**config.mk**
```make
export PLATFORM = sky130hd
export DESIGN_NAME = afe_output_ctrl
export DESIGN_NICKNAME = d
export VERILOG_FILES = /design/src/afe_ctrl_pkg.sv /design/src/afe_output_ctrl.sv /design/src/pixel_delay_line.sv
export SDC_FILE = /design/constraint.sdc
export NUM_CORES = 1
export LEC_CHECK = 0
export BUFFER_PORTS_ARGS = -buffer_cell sky130_fd_sc_hd__clkbuf_2
export CORE_ASPECT_RATIO = 0.5
export CORE_MARGIN = 8
export CORE_UTILIZATION = 55
export DETAILED_ROUTE_END_ITERATION = 6
export HOLD_SLACK_MARGIN = 0.15
export PLACE_DENSITY = 0.81
export SYNTH_ARGS = -nofsm -noshare
export SYNTH_HDL_FRONTEND = slang
export SYNTH_SLANG_ARGS = --single-unit
```
**constraint.sdc**
```tcl
create_clock -name sys_clk_in -period 4.21 [get_ports sys_clk_in]
set_input_delay 0 -clock sys_clk_in [delete_from_list [all_inputs] [get_ports sys_clk_in]]
set_output_delay 0 -clock sys_clk_in [all_outputs]
set_load 0.01 [all_outputs]
```
**src/afe_ctrl_pkg.sv**
```systemverilog
// Shared constants, register layout and carrier types for the front-end control block.
// Assumes a single 250 MHz system clock; every other rate arrives as a pin that is resampled.
package afe_ctrl_pkg;

  // Timing.
  localparam int CLK_MHZ     = 250;
  localparam int POR_TIME_US = 1000;
  localparam int POR_CYCLES  = POR_TIME_US * CLK_MHZ;
  localparam int POR_CNT_W   = 18;

  // Widths.
  localparam int WORD_W     = 12;
  localparam int ADDR_W     = 4;
  localparam int GAIN_W     = 10;
  localparam int GAIN_DB_W  = 14;
  localparam int CLAMP_W    = 8;
  localparam int PIPE_DEPTH = 9;
  localparam int NUM_REGS   = 5;

  // Register addresses on the serial link.
  localparam logic [ADDR_W-1:0] ADDR_OPERATION = 4'h0;
  localparam logic [ADDR_W-1:0] ADDR_CONTROL   = 4'h1;
  localparam logic [ADDR_W-1:0] ADDR_CLAMP     = 4'h2;
  localparam logic [ADDR_W-1:0] ADDR_GAIN      = 4'h3;
  localparam logic [ADDR_W-1:0] ADDR_STARTUP   = 4'hd;

  // Pending-write slots, one per register.
  localparam int SLOT_OPERATION = 0;
  localparam int SLOT_CONTROL   = 1;
  localparam int SLOT_CLAMP     = 2;
  localparam int SLOT_GAIN      = 3;
  localparam int SLOT_STARTUP   = 4;

  // Field positions.
  localparam int OP_SOFT_RESET  = 0;
  localparam int OP_POWER_LSB   = 1;
  localparam int OP_CLAMP_OFF   = 3;
  localparam int OP_BLANK_LEVEL = 6;
  localparam int CTL_CLAMP_POL  = 2;
  localparam int CTL_BLANK_POL  = 3;
  localparam int CTL_OUT_HIZ    = 4;
  localparam int CTL_GRAY       = 6;

  // Reset and magic values.
  localparam logic [WORD_W-1:0]  RESET_WORD    = 12'h000;
  localparam logic [CLAMP_W-1:0] RESET_CLAMP   = 8'h80;
  localparam logic [GAIN_W-1:0]  RESET_GAIN    = 10'h000;
  localparam logic [WORD_W-1:0]  STARTUP_VALUE = 12'h838;

  // Gain in units of 0.005 dB: 0.035 dB per step is 7 units, 5.3 dB is 1060 units.
  localparam logic [GAIN_DB_W-1:0] GAIN_STEP   = 14'h0007;
  localparam logic [GAIN_DB_W-1:0] GAIN_OFFSET = 14'h0424;

  typedef struct packed {
    logic              blank;
    logic [WORD_W-1:0] data;
  } pixel_t;

  typedef struct packed {
    logic [WORD_W-1:0]  operation;
    logic [WORD_W-1:0]  control;
    logic [CLAMP_W-1:0] clamp;
    logic [GAIN_W-1:0]  gain;
    logic [WORD_W-1:0]  startup;
  } regs_t;

  localparam regs_t REGS_RESET = '{RESET_WORD, RESET_WORD, RESET_CLAMP, RESET_GAIN, RESET_WORD};

  typedef enum logic { SER_ADDR, SER_DATA } ser_state_t;
  typedef enum logic { POR_BUSY, POR_READY } por_state_t;

  function automatic logic [GAIN_DB_W-1:0] gain_db(input logic [GAIN_W-1:0] code);
    gain_db = GAIN_DB_W'(code) * GAIN_STEP + GAIN_OFFSET;
  endfunction

  function automatic logic [WORD_W-1:0] to_gray(input logic [WORD_W-1:0] x);
    to_gray = x ^ (x >> 1);
  endfunction

endpackage

```
**src/afe_output_ctrl.sv**
```systemverilog
// Digital control of a CCD front end: serial register link, power-on calibration hold-off,
// gain mapping, clamp/blanking arbitration and the output data pipeline.
// Assumes all pins are asynchronous to sys_clk_in and change slower than a few system cycles.
`timescale 1ns/1ps
`default_nettype none
module afe_output_ctrl
  import afe_ctrl_pkg::*;
#(
  parameter int POR_CYCLES_P = POR_CYCLES
) (
  input  wire logic                  sys_clk_in,
  input  wire logic                  reset_n_in,
  input  wire logic                  serial_clock_in,
  input  wire logic                  serial_load_strobe_in,
  input  wire logic                  serial_data_input_in,
  input  wire logic                  output_data_clock_in,
  input  wire logic                  pixel_blanking_input_in,
  input  wire logic                  black_clamp_pulse_in,
  input  wire logic [WORD_W-1:0]     adc_sample_in,
  output logic      [WORD_W-1:0]     data_out,
  output logic                       data_oe_out,
  output logic                       clamp_active_out,
  output logic      [CLAMP_W-1:0]    clamp_level_out,
  output logic      [GAIN_W-1:0]     gain_code_out,
  output logic      [GAIN_DB_W-1:0]  gain_db_out,
  output logic      [1:0]            power_mode_out,
  output logic                       cal_busy_out,
  output logic                       startup_written_out
);

  ////////////////////////////////////////////////////////////////////////////////
  // Pin synchronisers; only stage two and later are read by logic.

  logic [2:0] sck_sync, load_sync, dclk_sync;
  logic [1:0] ser_bit_sync, blank_sync, clamp_sync;

  always_ff @(posedge sys_clk_in or negedge reset_n_in) begin
    if (!reset_n_in) begin
      sck_sync     <= '0;
      load_sync    <= '1;
      dclk_sync    <= '0;
      ser_bit_sync <= '0;
      blank_sync   <= '1;
      clamp_sync   <= '1;
    end else begin
      sck_sync     <= {sck_sync[1:0], serial_clock_in};
      load_sync    <= {load_sync[1:0], serial_load_strobe_in};
      dclk_sync    <= {dclk_sync[1:0], output_data_clock_in};
      ser_bit_sync <= {ser_bit_sync[0], serial_data_input_in};
      blank_sync   <= {blank_sync[0], pixel_blanking_input_in};
      clamp_sync   <= {clamp_sync[0], black_clamp_pulse_in};
    end
  end

  wire sck_rise  = sck_sync[1] & ~sck_sync[2];
  wire load_high = load_sync[1];
  wire load_rise = load_sync[1] & ~load_sync[2];
  wire dclk_rise = dclk_sync[1] & ~dclk_sync[2];
  wire ser_bit   = ser_bit_sync[1];

  ////////////////////////////////////////////////////////////////////////////////
  // Power-on calibration hold-off.

  por_state_t           por_state;
  logic [POR_CNT_W-1:0] por_cnt;
  wire                  busy = (por_state == POR_BUSY);

  always_ff @(posedge sys_clk_in or negedge reset_n_in) begin
    if (!reset_n_in) begin
      por_state <= POR_BUSY;
      por_cnt   <= '0;
    end else if (busy) begin
      if (por_cnt == POR_CNT_W'(POR_CYCLES_P - 1)) begin
        por_state <= POR_READY;
      end else begin
        por_cnt <= por_cnt + 1'b1;
      end
    end
  end

  ////////////////////////////////////////////////////////////////////////////////
  // Serial receiver: 4 address bits then 12-bit words, LSB first, address auto-increments.

  ser_state_t            ser_state;
  logic [1:0]            bit_hi;
  logic [3:0]            bit_cnt;
  logic [ADDR_W-1:0]     addr_sh, wr_addr;
  logic [WORD_W-1:0]     word_sh;
  logic [NUM_REGS-1:0]   pend;
  regs_t                 shadow, regs;

  wire [WORD_W-1:0] next_word = {ser_bit, word_sh[WORD_W-1:1]};
  wire [ADDR_W-1:0] next_addr = {ser_bit, addr_sh[ADDR_W-1:1]};
  wire              word_done = (ser_state == SER_DATA) && (bit_cnt == 4'hb);

  // The receiver is held idle while calibrating, so early traffic is simply dropped.
  always_ff @(posedge sys_clk_in or negedge reset_n_in) begin
    if (!reset_n_in) begin
      ser_state <= SER_ADDR;
      bit_cnt   <= '0;
      addr_sh   <= '0;
      wr_addr   <= '0;
      word_sh   <= '0;
      pend      <= '0;
      shadow    <= REGS_RESET;
    end else if (busy || load_high) begin
      ser_state <= SER_ADDR;
      bit_cnt   <= '0;
      if (busy || load_rise) pend <= '0;
    end else if (sck_rise) begin
      unique case (ser_state)
        SER_ADDR: begin
          addr_sh <= next_addr;
          bit_cnt <= (bit_cnt == 4'h3) ? 4'h0 : bit_cnt + 4'h1;
          if (bit_cnt == 4'h3) begin
            ser_state <= SER_DATA;
            wr_addr   <= next_addr;
          end
        end
        SER_DATA: begin
          word_sh <= next_word;
          bit_cnt <= word_done ? 4'h0 : bit_cnt + 4'h1;
          if (word_done) begin
            wr_addr <= wr_addr + 1'b1;
            case (wr_addr)
              ADDR_OPERATION: begin shadow.operation <= next_word; pend[SLOT_OPERATION] <= 1'b1; end
              ADDR_CONTROL:   begin shadow.control <= next_word; pend[SLOT_CONTROL] <= 1'b1; end
              ADDR_CLAMP:     begin shadow.clamp <= next_word[CLAMP_W-1:0]; pend[SLOT_CLAMP] <= 1'b1; end
              ADDR_GAIN:      begin shadow.gain <= next_word[GAIN_W-1:0]; pend[SLOT_GAIN] <= 1'b1; end
              ADDR_STARTUP:   begin shadow.startup <= next_word; pend[SLOT_STARTUP] <= 1'b1; end
              default:        ;
            endcase
          end
        end
      endcase
    end
  end

  ////////////////////////////////////////////////////////////////////////////////
  // Live registers: updated together on the load strobe rise.

  wire soft_reset = pend[SLOT_OPERATION] && shadow.operation[OP_SOFT_RESET];

  always_ff @(posedge sys_clk_in or negedge reset_n_in) begin
    if (!reset_n_in) begin
      regs <= REGS_RESET;
    end else if (busy) begin
      regs <= REGS_RESET;
    end else if (load_rise) begin
      if (soft_reset) begin
        regs <= REGS_RESET;
      end else begin
        if (pend[SLOT_OPERATION]) regs.operation <= shadow.operation;
        if (pend[SLOT_CONTROL])   regs.control   <= shadow.control;
        if (pend[SLOT_CLAMP])     regs.clamp     <= shadow.clamp;
        if (pend[SLOT_GAIN])      regs.gain      <= shadow.gain;
        if (pend[SLOT_STARTUP])   regs.startup   <= shadow.startup;
      end
    end
  end

  // The mapped gain is registered from the shadow code on the same strobe rise that loads the live code, so it never lags the code.
  always_ff @(posedge sys_clk_in or negedge reset_n_in) begin
    if (!reset_n_in) begin
      gain_db_out <= GAIN_OFFSET;
    end else if (busy || (load_rise && soft_reset)) begin
      gain_db_out <= gain_db(RESET_GAIN);
    end else if (load_rise && pend[SLOT_GAIN]) begin
      gain_db_out <= gain_db(shadow.gain);
    end
  end

  assign gain_code_out       = regs.gain;
  assign clamp_level_out     = regs.clamp;
  assign power_mode_out      = regs.operation[OP_POWER_LSB+:2];
  assign cal_busy_out        = busy;
  assign startup_written_out = (regs.startup == STARTUP_VALUE);
  assign data_oe_out         = ~regs.control[CTL_OUT_HIZ];

  ////////////////////////////////////////////////////////////////////////////////
  // Clamp and blanking arbitration, output pipeline.

  // Polarity bit 0 means active low; an idle blanking pin therefore never blanks.
  wire blank_pin  = regs.control[CTL_BLANK_POL] ? blank_sync[1] : ~blank_sync[1];
  wire clamp_pin  = regs.control[CTL_CLAMP_POL] ? clamp_sync[1] : ~clamp_sync[1];
  wire blank_now  = blank_pin & ~clamp_pin;
  assign clamp_active_out = clamp_pin & ~regs.operation[OP_CLAMP_OFF] & ~busy;

  pixel_t pix_in, pix_tail;
  assign pix_in = '{blank: blank_now, data: adc_sample_in};

  pixel_delay_line #(
    .DEPTH      (PIPE_DEPTH - 1)
  ) u_delay (
    .sys_clk_in (sys_clk_in),
    .reset_n_in (reset_n_in),
    .advance_in (dclk_rise),
    .pixel_in   (pix_in),
    .pixel_out  (pix_tail)
  );

  wire [WORD_W-1:0] blank_word = regs.operation[OP_BLANK_LEVEL] ? WORD_W'(regs.clamp) : '0;
  wire [WORD_W-1:0] live_word  = regs.control[CTL_GRAY] ? to_gray(pix_tail.data) : pix_tail.data;
  wire [WORD_W-1:0] next_data  = pix_tail.blank ? blank_word : live_word;

  // The final register is the ninth stage.
  always_ff @(posedge sys_clk_in or negedge reset_n_in) begin
    if (!reset_n_in) begin
      data_out <= '0;
    end else if (dclk_rise) begin
      data_out <= next_data;
    end
  end
endmodule // afe_output_ctrl
`default_nettype wire

```
**src/pixel_delay_line.sv**
```systemverilog
// Fixed-depth delay line for pixel words with their blanking flag.
// Assumes the caller supplies a one-cycle advance enable per output data clock rising edge.
`timescale 1ns/1ps
`default_nettype none
module pixel_delay_line
  import afe_ctrl_pkg::*;
#(
  parameter int DEPTH = PIPE_DEPTH - 1
) (
  input  wire logic   sys_clk_in,
  input  wire logic   reset_n_in,
  input  wire logic   advance_in,
  input  wire pixel_t pixel_in,
  output var pixel_t  pixel_out
);

  pixel_t stages [DEPTH];

  // Blanking travels with its word so substituted outputs line up with the blanked pixels.
  always_ff @(posedge sys_clk_in or negedge reset_n_in) begin
    if (!reset_n_in) begin
      for (int i = 0; i < DEPTH; i++) stages[i] <= '0;
    end else if (advance_in) begin
      stages[0] <= pixel_in;
      for (int i = 1; i < DEPTH; i++) stages[i] <= stages[i-1];
    end
  end

  assign pixel_out = stages[DEPTH-1];
endmodule // pixel_delay_line
`default_nettype wire

```
---- After elaboration in Yosys (flattened, before gate mapping) ----
Index checks and enable logic that the tools add are counted.
word-level totals
  bits in registers ....................... 287
  input port bits ......................... 20
  output and inout bits ................... 50
operators by class
  bitwise operators ....................... 19
  add/subtract/negate cells ............... 4
  $mul .................................... 1
  equal/unequal tests ..................... 17
  muxes and demuxes ....................... 39
  reduce and logical (&&, ||, !) cells .... 36
operators with widths
  kind                      number
  $mux W49                  3
  $reduce_and A5 Y1         10
  $mux W12                  4
  $mux W14                  2
  $mux W5                   5
  $mux W4                   6
  $add A18 B1 Y18 const B   1
  $eq A18 B18 Y1 const B    1
  $reduce_bool A2 Y1        9
  $mux W8                   2
  $pmux W4 S2               2
  $ne A3 B1 Y1 const B      5
  $add A13 B11 Y14 const B  1
  $mul A10 B3 Y13 const B   1
  $mux W1                   13
  $eq A12 B12 Y1 const B    1
  $eq A4 B2 Y1 const B      3
  $not A1 Y1                12
  $reduce_and A2 Y1         6
  $xor A12 B11 Y12          1
  $mux W10                  1
  $add A4 B1 Y4 const B     2
  $eq A4 B4 Y1 const B      2
  $mux W7                   1
  other kinds (9)           22

---- Longest topological paths before layout ----
Gate-level depths: netlist of the first run.
  depth after elaboration ................. 6
  depth in mapped cells ................... 12
  mapped depth without buffers ............ 12

---- Cells and area by module ----
A second synthesis of the first run with hierarchy kept.
second synthesis, totals
  cell total of the unflattened synthesis .. 934
  area, all modules ....................... 12049.1 um^2
modules (own cells, without submodules)
  module            seq. area each (um^2)  instances  cells each  area each (um^2)
  afe_output_ctrl   4144.0                 1          701         7838.8
  pixel_delay_line  2602.5                 1          233         4210.3

---- Worst setup path before layout of the first run ----
Ideal clock, no wire load.
  kind .................................... register -> register
  start ................................... register shadow[14] in the netlist's numbering
  end ..................................... register gain_db_out[11]
  arrival ................................. 2.810 ns
  setup time .............................. 0.122 ns
  cell stages (with the launch flop) ...... 11
  path slack .............................. 1.278 ns
  cell sequence ........................... dfrtp_1 -> inv_1 -> fa_1 -> inv_1 -> fa_1 -> ha_1 -> nor2b_1 -> o31a_1 -> o211a_1 -> or3_1 -> a32o_1
on the way
  word-level cells in the longest chain between the ends .. 4
ends and longest elaborated chain
  what                  line                    RTL
  from (decl)           afe_output_ctrl.sv:90   regs_t shadow, regs;
  $mul A10 B3 Y13       afe_ctrl_pkg.sv:73      gain_db = GAIN_DB_W'(code) * GAIN_STEP + GAIN_OFFSET;
  $add A13 B11 Y14      afe_ctrl_pkg.sv:73
  $mux W14              afe_output_ctrl.sv:168  end else if (load_rise && pend[SLOT_GAIN]) begin
  $mux W14              afe_output_ctrl.sv:166  end else if (busy || (load_rise && soft_reset)) begin
  to (signal assigned)  afe_output_ctrl.sv:167  gain_db_out <= gain_db(RESET_GAIN);
  to (signal assigned)  afe_output_ctrl.sv:169  gain_db_out <= gain_db(shadow.gain);
  to (decl)             afe_output_ctrl.sv:25   output logic [GAIN_DB_W-1:0] gain_db_out,
No other way between the ends. The select of a mux whose other input is x is not followed.
A chain may end at the register's enable or synchronous reset.

---- Worst setup path in the final report of the first run ----
  start ................................... register shadow[13] in the netlist's numbering
  end ..................................... register gain_db_out[11]
The elaborated chain is that of the path after synthesis.

==> run metrics, run 1 <==
outcome finished, final reports clean; Fillers approximately 1,500; H-tree depth 1; Worst-Margin Slew about 1.1 ns; Worst path top cell family by delay adder cells; I/O pin count 70; count leader, synth nand2_1; Detailed Routing Iterations Pass 1 4; worst-path maximum fanout 4; Rows 37; die height about 120 um; die area ~26,000 um^2; Req. time, crit path roughly 4.6 ns; hold_ws between 0.15 and 0.2 ns; VDD IR max about 300 uV; clk sinks 269; post-detailed-route count of antenna-violating nets 0; WL met3 around 900 um; Layout Skew roughly 0.012 ns; Clk pin slew, worst setup/hold paths 0.07 ns; Via Count about 8,000; min-delay worst type input pin to asynchronous set/reset pin; Antenna diodes 0; Reg2Reg Depth 12; Setup Crit Path Kind flop to flop; Synth Flop Type dfrtp_1; CP bufs+invs 3; Worst R2R Setup Slack 0.98 ns; CTS buffer count 24; cts repair resizes 0; origin of the critical flop-to-flop path shadow[13]$_DFFE_PN0P_; Hold Fails Final Rpt 0; CP Capture Type flop; Final period util about three quarters; slowest stage cell, crit path fa_1; Power per Cell Area ~420 nW/um^2; Static Leak approximately 0.0067 uW; routed metal-1 wirelength slightly above 10 mm; DIE WIDTH around 220 um; sequential area share after synthesis between 50% and 60%; number of global-route vias before repair about 8,300; RR Endpoint gain_db_out[11]$_DFFE_PN0P_; nets between 1,000 and 1,500; post-CTS setup buffer count 0; Routed WL per cell between 15 and 20 um; GP Congestion about 0.85; Pins Over Slew Limit 0; setup_tns 0 ns; maximum capacitance violations 0; Seq cells post-synth around 270; relative slew slack ~30%; Post-synth EDFFs 0; Buffers on Ports between 60 and 70; post-synthesis cell type count 55; Final Setup Violations 0; crit path cell chain inv_1, fa_1, inv_1, ha_1, ha_1, inv_1, fa_1, nor2b_1, o31a_1, o211a_1, or3_1, a32o_1; Post-synth top cells 402 x nand2_1, 257 x dfrtp_1, 61 x o21ai_0; RSZ-0062 raised after global routing no; mapped cell area roughly 12,000 um^2; Detailed Route WL between 20 and 25 mm; GRT Total Usage roughly 18%; CTS tree done; top sig layer met4; clock tree buffer depth 3; Synthesized Nets 1,197; layout cells sized above 1 about 16%; Initial Util a little under three fifths; Period minus WS final between 3 and 4 ns; drt via density between 5 and 6; Worst EP arrival between 3 and 4 ns; top-area cell type share of the netlist area between 50% and 60%; wire length on met2 about 12 mm; syn avg cell area 10.22 um^2; hpwl dp between 15 and 20 mm; most used cell, CP inv_1; area growth from synthesis to layout 12.88%; post-synth top area cell dfrtp_1; core box area ~21,000 um^2; top cells by area, synth dfrtp_1 55%, nand2_1 13%, mux2_2 4.3%, ha_1 3.2%, dfstp_2 2.7%; startpoint types flop; synth warn 0; first-pass GRT wire length 40.11 mm; Root Buffer clkbuf_16; Worst path depth 12; fmax 0.3095 GHz; Gate Count Post-Synth about 1,100; pin count of the biggest net entering global routing 126; Post-route DRC 0; slowest stage delay, CP 0.55 ns; First DRT Iteration DRCs a little over 600; total gr overflow 0; initial antenna violation count 0; Clock Latency Late Sink around 0.52 ns; asr flop ratio synth 100.0%
-- kinds of logic after synthesis --
| kind of cell | Yosys count | synth area share, % |
|---|---|---|
| AOI/OAI and AO/OA | 121 | 6.111 |
| xor gates and xnor gates | 32 | 2.410 |
| adders and majority gates | 39 | 4.777 |
| buffers and inverters | 103 | 4.196 |
| DFF | 269 | 58.01 |
| muxes | 57 | 5.810 |
| and+or+nand+nor | 517 | 18.69 |
-- stage by stage --
step / cells / power [uW] / area, um^2 / setup slack, ns / utilization, %
detailed placement: 1421 / 3351 / 12070 / 1.033 / 58.44
global route: 1490 / 5777 / 13130 / 0.8520 / 63.58
CTS: 1490 / 5587 / 13130 / 1.007 / 63.58
floorplan: 1138 / 3179 / 11630 / 1.278 / -
finish: 1490 / 5547 / 13130 / 0.9792 / 63.58
global placement: 1421 / 3325 / 12070 / 1.178 / 58.44
-- worst max-delay path by stage --
stage,startpoint,endpoint,slack [ns]
after floorplan,shadow[14]$_DFFE_PN0P_,gain_db_out[11]$_DFFE_PN0P_,1.28
after global placement,shadow[14]$_DFFE_PN0P_,gain_db_out[11]$_DFFE_PN0P_,1.18
after detailed placement,shadow[13]$_DFFE_PN0P_,gain_db_out[11]$_DFFE_PN0P_,1.03
after CTS,shadow[13]$_DFFE_PN0P_,gain_db_out[11]$_DFFE_PN0P_,1.01
after global routing,shadow[13]$_DFFE_PN0P_,gain_db_out[11]$_DFFE_PN0P_,0.85
final,shadow[13]$_DFFE_PN0P_,gain_db_out[11]$_DFFE_PN0P_,0.98
-- repair_timing --
action,4_1_cts,5_1_grt
hold buffers,25,0
setup endpoints to repair,0,0
endpoints found under the hold margin,141,0
-- metal layers --
metal / GRT usage [%] / vias to the layer above
li1: - / 3796
met1: 23.19 / 4035
met2: 30.50 / 149
met3: 2.817 / 46
met4: 5.192 / 0
met5: 0 / -
-- cells in the final DEF (no fill, tap or decap), types with 4 or more instances in the layout --
cell type      Yosys  final
nand2_1          402    402
dfrtp_1          257    257
clkbuf_2           0     68
o21ai_0           61     60
mux2_2            44     44
nor2_1            39     39
inv_1             34     34
ha_1              30     30
dlygate4sd3_1      0     25
clkbuf_16          0     24
a21oi_1           23     23
xor2_1            20     20
nand3_1           13     13
xnor2_1           12     12
dfstp_2           12     12
a22o_1            10     10
mux2_4            10     10
a31oi_1            9      9
nor3_1             9      9
fa_1               9      9
and3_1             8      8
buf_4             22      8
nand2b_1           7      6
clkinv_2           0      6
clkbuf_8           0      6
nor2b_1            6      5
or3_1              5      5
nor3b_1            4      4
clkbuf_1          31      4
-- worst register-to-register path: cells and delay by family, from the launching register on --
| kind | cells | cell delay (ns) |
|---|---|---|
| AND/OR/NAND/NOR | 2 | 0.40 |
| flip-flops | 1 | 0.38 |
| adder cells (fa/ha/maj) | 4 | 1.30 |
| AO/OA/AOI/OAI | 3 | 0.80 |
| buffers and inverters | 3 | 0.24 |
-- final cells by class --
class	instances	area [um^2]	share of cell area [%]
inverters	35	131.4	1.001
well taps	273	341.6	2.602
clock buffers	34	698.2	5.318
repair buffers	103	685.7	5.223
clock inverters	10	113.9	0.8673
multi-input cells	766	4410	33.60
flip-flops and latches	269	6746	51.39
-- flip-flops by register name, summed over array words and instances (netlist names), 8 cells and up --
| register | cells |
|---|---|
| u_delay.stages | 91 |
| shadow | 39 |
| por_cnt | 18 |
| regs | 18 |
| gain_db_out | 14 |
| u_delay.pixel_out | 13 |
| data_out | 12 |
| word_sh | 11 |
| gain_code_out | 10 |
| clamp_level_out | 8 |
-- power by group --
part | leakage [uW] | switching (uW) | internal [uW]
clock network | 0.000402 | 942 | 1280
logic | 0.00275 | 237 | 147
registers | 0.00358 | 135 | 2800
total | 0.00673 | 1310 | 4230
(Power assumes the default switching activity.)
==> run 2, diff against run 1 <==
==> constraint.sdc (replaced) <==
create_clock -name sys_clk_in -period 3.14 [get_ports sys_clk_in]
set_input_delay 0 -clock sys_clk_in [delete_from_list [all_inputs] [get_ports sys_clk_in]]
set_output_delay 0 -clock sys_clk_in [all_outputs]
set_load 0.01 [all_outputs]
==> run 2 against run 1 <==
Compared with the run above:
- sequential share of layout area decreased by 0.47 points
- global-route usage barely moved
- via count grew 0.96%
- register-to-register slack worse by 0.90 ns
- hold slack got worse by 0.051 ns
- critical path depth down 2
- power grew 37%
- first-iteration DRC count grew 11%
- maximum frequency is 5.5% higher
- die area unchanged
- non-clock buffer count increased by 8
- design area rose by 0.91%
- critical path type unchanged
- critical endpoint unchanged
- largest power group unchanged
==> run metrics, run 2 (synthesis gave the netlist of run 1 again) <==
Reg with most FFs u_delay.stages; Hold Fails Final Rpt 0 (unchanged); Final Setup Violations 0 (unchanged); crit path cell chain inv_2, fa_1, inv_1, fa_1, ha_1, nor2b_1, o31a_1, o211a_1, or3_1, a32o_1; Regs by FF count u_delay.stages (91), shadow (39); Worst path top cell family by delay adder cells; clk sinks 269 (unchanged); die area 26,340 um^2 (unchanged); commonest cells after routing, fill and taps aside 402 x nand2_1, 257 x dfrtp_1, 68 x clkbuf_2; Period minus WS final 3.063 ns (-0.1674 ns); Post-route DRC 0 (unchanged); drt via density 5.409 (+0.42%); slowest stage delay, CP 0.43 ns (-0.12 ns); Root Buffer clkbuf_16; first-pass GRT wire length 40.38 mm (+0.67%); Power per Cell Area 572.8 nW/um^2 (+36%); post-detailed-route count of antenna-violating nets 0 (unchanged); final cell count without fillers 1,498 (+0.54%); Reg2Reg Depth 10 (-2); I/O pin count 70 (unchanged); GRT Max-Usage Layer met2; Final period util 97.56% (+21 points); CP bufs+invs 2 (-1); Detailed Route WL 23.62 mm (+1.1%); hold_ws 0.1365 ns (-0.05065 ns); Worst EP arrival 3.47 ns (-0.16 ns); Buffers on Ports 69 (unchanged); First DRT Iteration DRCs 686 (+11%); area growth from synthesis to layout 13.91%; min-delay worst type input pin to asynchronous set/reset pin; origin of the critical flop-to-flop path shadow[14]$_DFFE_PN0P_; final setup margin 0.07662 ns (-0.9026 ns); H-tree depth 1 (unchanged); Clock Latency Late Sink 0.52 ns (about the same); Antenna diodes 0 (unchanged); Worst-Margin Slew 1.005 ns (-0.04710 ns); RR Endpoint gain_db_out[11]$_DFFE_PN0P_; GRT Total Usage 17.75% (+0.033 points); Final Cell Area 13,250 um^2 (+0.91%); worst-path maximum fanout 3 (-1); met1 Use GR 22.74% (-0.45 points); Req. time, crit path 3.55 ns (-1.06 ns); total gr overflow 0 (unchanged); DIE WIDTH 221.6 um (unchanged); Clk pin slew, worst setup/hold paths 0.07 ns (about the same); DP Area 12,110 um^2 (+0.35%); nets 1,266 (+0.64%); setup_tns 0 ns (unchanged); pin count of the biggest net entering global routing 119 (-5.6%); max reg flops 91 (unchanged); die height 118.8 um (unchanged); Worst Setup SP shadow[14]$_DFFE_PN0P_; RSZ-0062 raised after global routing no; Fillers 1,539 (+0.92%); commonest non-fill, non-tap cell in the layout nand2_1; Layout Skew 0.009178 ns (-0.002777 ns); Setup Crit Path Kind flop to flop; Worst R2R Setup Slack 0.08 ns (-0.90 ns); startpoint types flop; Pins Over Slew Limit 0 (unchanged); outcome finished, final reports clean; core box area 20,650 um^2 (unchanged); initial antenna violation count 0 (unchanged); placed cells 1,425 (+0.28%); Static Leak 0.006778 uW (+0.75%); maximum capacitance violations 0 (unchanged); most used cell, CP fa_1; clock tree buffer depth 3 (unchanged); CP Capture Type flop; hpwl dp 14.96 mm (-0.87%); Via Count 8,103 (+0.96%); Rows 37 (unchanged); slowest stage cell, crit path fa_1; number of global-route vias before repair 8,302 (-0.18%); Routed WL per cell 15.77 um (+0.60%); VDD IR max 305.2 uV (+3.3%); CTS buffer count 24 (unchanged); CTS tree done; layout cells sized above 1 17.14% (+0.87 points); fmax 0.3264 GHz (+5.5%); Initial Util 56.33% (unchanged); Detailed Routing Iterations Pass 1 5 (+1); GP Congestion 0.8348 (-1.8%); met3 Use GR 2.841% (+0.024 points); met2 usage 31.44% (+0.94 points); pre-CTS setup slack 0.003577 ns (-1.030 ns); relative slew slack 32.54% (+2.9 points)
[run 2: metal layers]
metal	wire length, um	vias to the layer above
met5	0	-
met4	523	0
met3	1049	52
met2	11760	207
met1	10280	4027
li1	-	3817
[run 2: layout make-up]
cell class	count	area (um^2)	area share, %
Sequential cell	269	6746	50.93
Multi-Input combinational cell	766	4428	33.42
Timing Repair Buffer	111	758.2	5.723
Clock buffer	34	689.4	5.204
Tap cell	273	341.6	2.578
Clock inverter	10	152.6	1.152
Inverter	35	131.4	0.9917
[run 2: through the flow]
step	utilization (%)	power, uW
6_report	64.16	7588
5_1_grt	64.16	7896
4_1_cts	63.93	7643
3_5_place_dp	58.64	4495
3_3_place_gp	58.64	4459
2_1_floorplan	-	4263
[run 2: report_power, final]
group / internal, uW / switching (uW) / leakage, uW / total [uW]
Clock: 1860 / 1270 / 0.000413 / 3130
Sequential: 3750 / 183 / 0.00358 / 3940
Combinational: 200 / 316 / 0.00279 / 516
Total: 5820 / 1770 / 0.00678 / 7590
[run 2: worst max-delay path by stage]
stage	to	slack [ns]	cells after the start
2_1_floorplan	gain_db_out[11]$_DFFE_PN0P_	0.21	10
3_3_place_gp	gain_db_out[11]$_DFFE_PN0P_	0.11	12
6_report	gain_db_out[11]$_DFFE_PN0P_	0.08	10
4_1_cts	gain_db_out[11]$_DFFE_PN0P_	0.03	12
3_5_place_dp	gain_db_out[11]$_DFFE_PN0P_	0.004	12
5_1_grt	gain_db_out[11]$_DFFE_PN0P_	0.006	12
[run 2: repair_timing]
action / in CTS / in global routing
setup endpoints to repair: 1 / 3
cloned: 0 / 0
pin swaps: 0 / 6
gates resized for setup: 1 / 7
hold buffers: 25 / 0
setup buffers: 0 / 4
hold endpoints to repair: 132 / 0
==> run 3, diff against run 2 <==
--- a/config.mk
+++ b/config.mk
@@ -11,7 +11,7 @@
 export CORE_UTILIZATION = 55
 export DETAILED_ROUTE_END_ITERATION = 6
 export HOLD_SLACK_MARGIN = 0.15
-export PLACE_DENSITY = 0.81
+export PLACE_DENSITY = 0.78
 export SYNTH_ARGS = -nofsm -noshare
 export SYNTH_HDL_FRONTEND = slang
 export SYNTH_SLANG_ARGS = --single-unit
==> constraint.sdc (replaced) <==
create_clock -name sys_clk_in -period 3.7 [get_ports sys_clk_in]
set_input_delay 0 -clock sys_clk_in [delete_from_list [all_inputs] [get_ports sys_clk_in]]
set_output_delay 0 -clock sys_clk_in [all_outputs]
set_load 0.01 [all_outputs]
==> run 3 against run 2 <==
Compared with the run above:
- sequential power decreased by 15%
- core utilization decreased by 0.44 points
- setup slack improved by 0.47 ns
- maximum frequency decreased by 2.7%
- hold slack improved by 0.045 ns
- global-route usage decreased by 0.49 points
- critical path depth unchanged
- count of clock-buffer cells in the layout decreased by 1
- die area unchanged
==> run metrics, run 3 (synthesis gave the netlist of run 1 again) <==
outcome finished, final reports clean; DIE WIDTH 221.6 um (unchanged); crit path cell chain inv_1, fa_1, inv_1, fa_1, ha_1, nor2b_1, o31a_1, o211a_1, or3_1, a32o_1; Layout Skew 0.009692 ns (+0.0005146 ns); GP Congestion 0.8458 (+1.3%); CTS tree done; First DRT Iteration DRCs 544 (-21%); H-tree depth 1 (unchanged); # hold bufs at CTS 25 (unchanged); first-pass GRT wire length 39.36 mm (-2.5%); RSZ-0062 raised after global routing no; met3 Use GR 2.547% (-0.29 points); setup_tns 0 ns (unchanged); origin of the critical flop-to-flop path shadow[14]$_DFFE_PN0P_; Reg2Reg Depth 10 (unchanged); maximum capacitance violations 0 (unchanged); startpoint types flop; clk sinks 269 (unchanged); VDD IR max 347.3 uV (+14%); die area 26,340 um^2 (unchanged); Worst EP arrival 3.55 ns (+0.08 ns); die height 118.8 um (unchanged); CTS buffer count 24 (unchanged); Worst-Margin Slew 1.049 ns (+0.04393 ns); Antenna diodes 0 (unchanged); Final period util 85.13% (-12 points); initial antenna violation count 0 (unchanged); Buffers on Ports 69 (unchanged); min-delay worst type input pin to asynchronous set/reset pin; commonest non-fill, non-tap cell in the layout nand2_1; pin count of the biggest net entering global routing 121 (+1.7%); Pins Over Slew Limit 0 (unchanged); Regs by FF count u_delay.stages (91), shadow (39); Worst R2R Setup Slack 0.55 ns (+0.47 ns); Rows 37 (unchanged); hpwl dp 14.67 mm (-2.0%); GRT Max-Usage Layer met2; Final Setup Violations 0 (unchanged); post-detailed-route count of antenna-violating nets 0 (unchanged); Root Buffer clkbuf_16; met1 Use GR 22.62% (-0.12 points); fmax 0.3175 GHz (-2.7%); worst-path maximum fanout 4 (+1); cts repair resizes 0 (-1); Via Count 7,925 (-2.2%); Clock Latency Late Sink 0.51 ns (about the same); Period minus WS final 3.150 ns (+0.08657 ns); commonest cells after routing, fill and taps aside 402 x nand2_1, 257 x dfrtp_1, 68 x clkbuf_2; Setup Crit Path Kind flop to flop; Reg with most FFs u_delay.stages; nets 1,260 (-0.47%); Power per Cell Area 478.1 nW/um^2 (-17%); area growth from synthesis to layout 13.14%; max reg flops 91 (unchanged); total gr overflow 0 (unchanged); layout cells sized above 1 16.65% (-0.49 points); CP Capture Type flop; Hold Fails Final Rpt 0 (unchanged); Static Leak 0.006744 uW (-0.49%); drt via density 5.312 (-1.8%); Post-route DRC 0 (unchanged); Req. time, crit path 4.10 ns (+0.55 ns); Routed WL per cell 15.17 um (-3.8%); Detailed Route WL 22.64 mm (-4.2%); number of global-route vias before repair 8,178 (-1.5%); I/O pin count 70 (unchanged); slowest stage cell, crit path fa_1; Clk pin slew, worst setup/hold paths 0.07 ns (about the same); overall power 6291 uW (-17%); final core area utilization 63.73% (-0.44 points); core box area 20,650 um^2 (unchanged); Initial Util 56.33% (unchanged); Detailed Routing Iterations Pass 1 5 (unchanged); GRT Total Usage 17.26% (-0.49 points); post-CTS setup buffer count 0 (unchanged); relative slew slack 29.60% (-2.9 points); Fillers 1,559 (+1.3%); met2 usage 29.90% (-1.5 points); slowest stage delay, CP 0.42 ns (about the same); clock tree buffer depth 3 (unchanged); RR Endpoint gain_db_out[11]$_DFFE_PN0P_
## run 3: changes by cell type in the layout (fill, tap and decap cells not counted), moves of 2 or more
cell       change
clkbuf_1       -5
bufinv_16      -3
clkinv_2       +2
clkbuf_8       +4
inv_2          -3
o21ai_1        -2
o21ai_0        +2
ha_1           +2
inv_1          +3
buf_4          -6
## run 3: area by class of cell
type / count / area (um^2) / share of cell area, %
sequential: 269 / 6746 / 51.27
multi-input combinational: 766 / 4410 / 33.52
clock buffer: 33 / 725.7 / 5.515
timing repair buffer: 105 / 713.2 / 5.420
tap: 273 / 341.6 / 2.596
inverter: 35 / 131.4 / 0.9985
clock inverter: 11 / 88.84 / 0.6752
## run 3: worst max-delay path, delay by kind of cell (launching register included)
family	cells	cell delay, ns
adder cells (fa/ha/maj)	3	1.17
AO/OA/AOI/OAI	3	0.79
AND/OR/NAND/NOR	2	0.50
flip-flops	1	0.38
buffers and inverters	2	0.18
## run 3: layer usage
layer	up-vias	routed length (um)
met5	-	0
met1	3937	10120
met2	141	11140
met4	0	533
li1	3801	-
met3	46	842
## run 3: where the power goes
group / switching, uW / leakage [uW] / internal, uW
Combinational: 264 / 0.00276 / 170
Sequential: 151 / 0.00358 / 3190
Clock: 1070 / 0.000406 / 1450
Total: 1490 / 0.00674 / 4800
## run 3: stage by stage
stage          setup slack, ns  std cells  hold WS, ns  area (um^2)
2_1_floorplan           0.7680       1138      -0.2956        11630
3_3_place_gp            0.6639       1423      0.08902        12090
3_5_place_dp            0.5611       1423      0.08989        12090
4_1_cts                 0.5583       1492       0.1880        13160
5_1_grt                 0.4051       1492       0.2218        13160
6_report                0.5500       1492       0.1812        13160
## run 3: worst max path at each step
stage / depth (start not counted) / from / slack [ns] / to
after detailed placement: 10 / shadow[14]$_DFFE_PN0P_ / 0.56 / gain_db_out[11]$_DFFE_PN0P_
after CTS: 12 / shadow[13]$_DFFE_PN0P_ / 0.56 / gain_db_out[11]$_DFFE_PN0P_
after global routing: 10 / shadow[14]$_DFFE_PN0P_ / 0.41 / gain_db_out[11]$_DFFE_PN0P_
final: 10 / shadow[14]$_DFFE_PN0P_ / 0.55 / gain_db_out[11]$_DFFE_PN0P_
after floorplan: 10 / shadow[14]$_DFFE_PN0P_ / 0.77 / gain_db_out[11]$_DFFE_PN0P_
after global placement: 10 / shadow[14]$_DFFE_PN0P_ / 0.66 / gain_db_out[11]$_DFFE_PN0P_
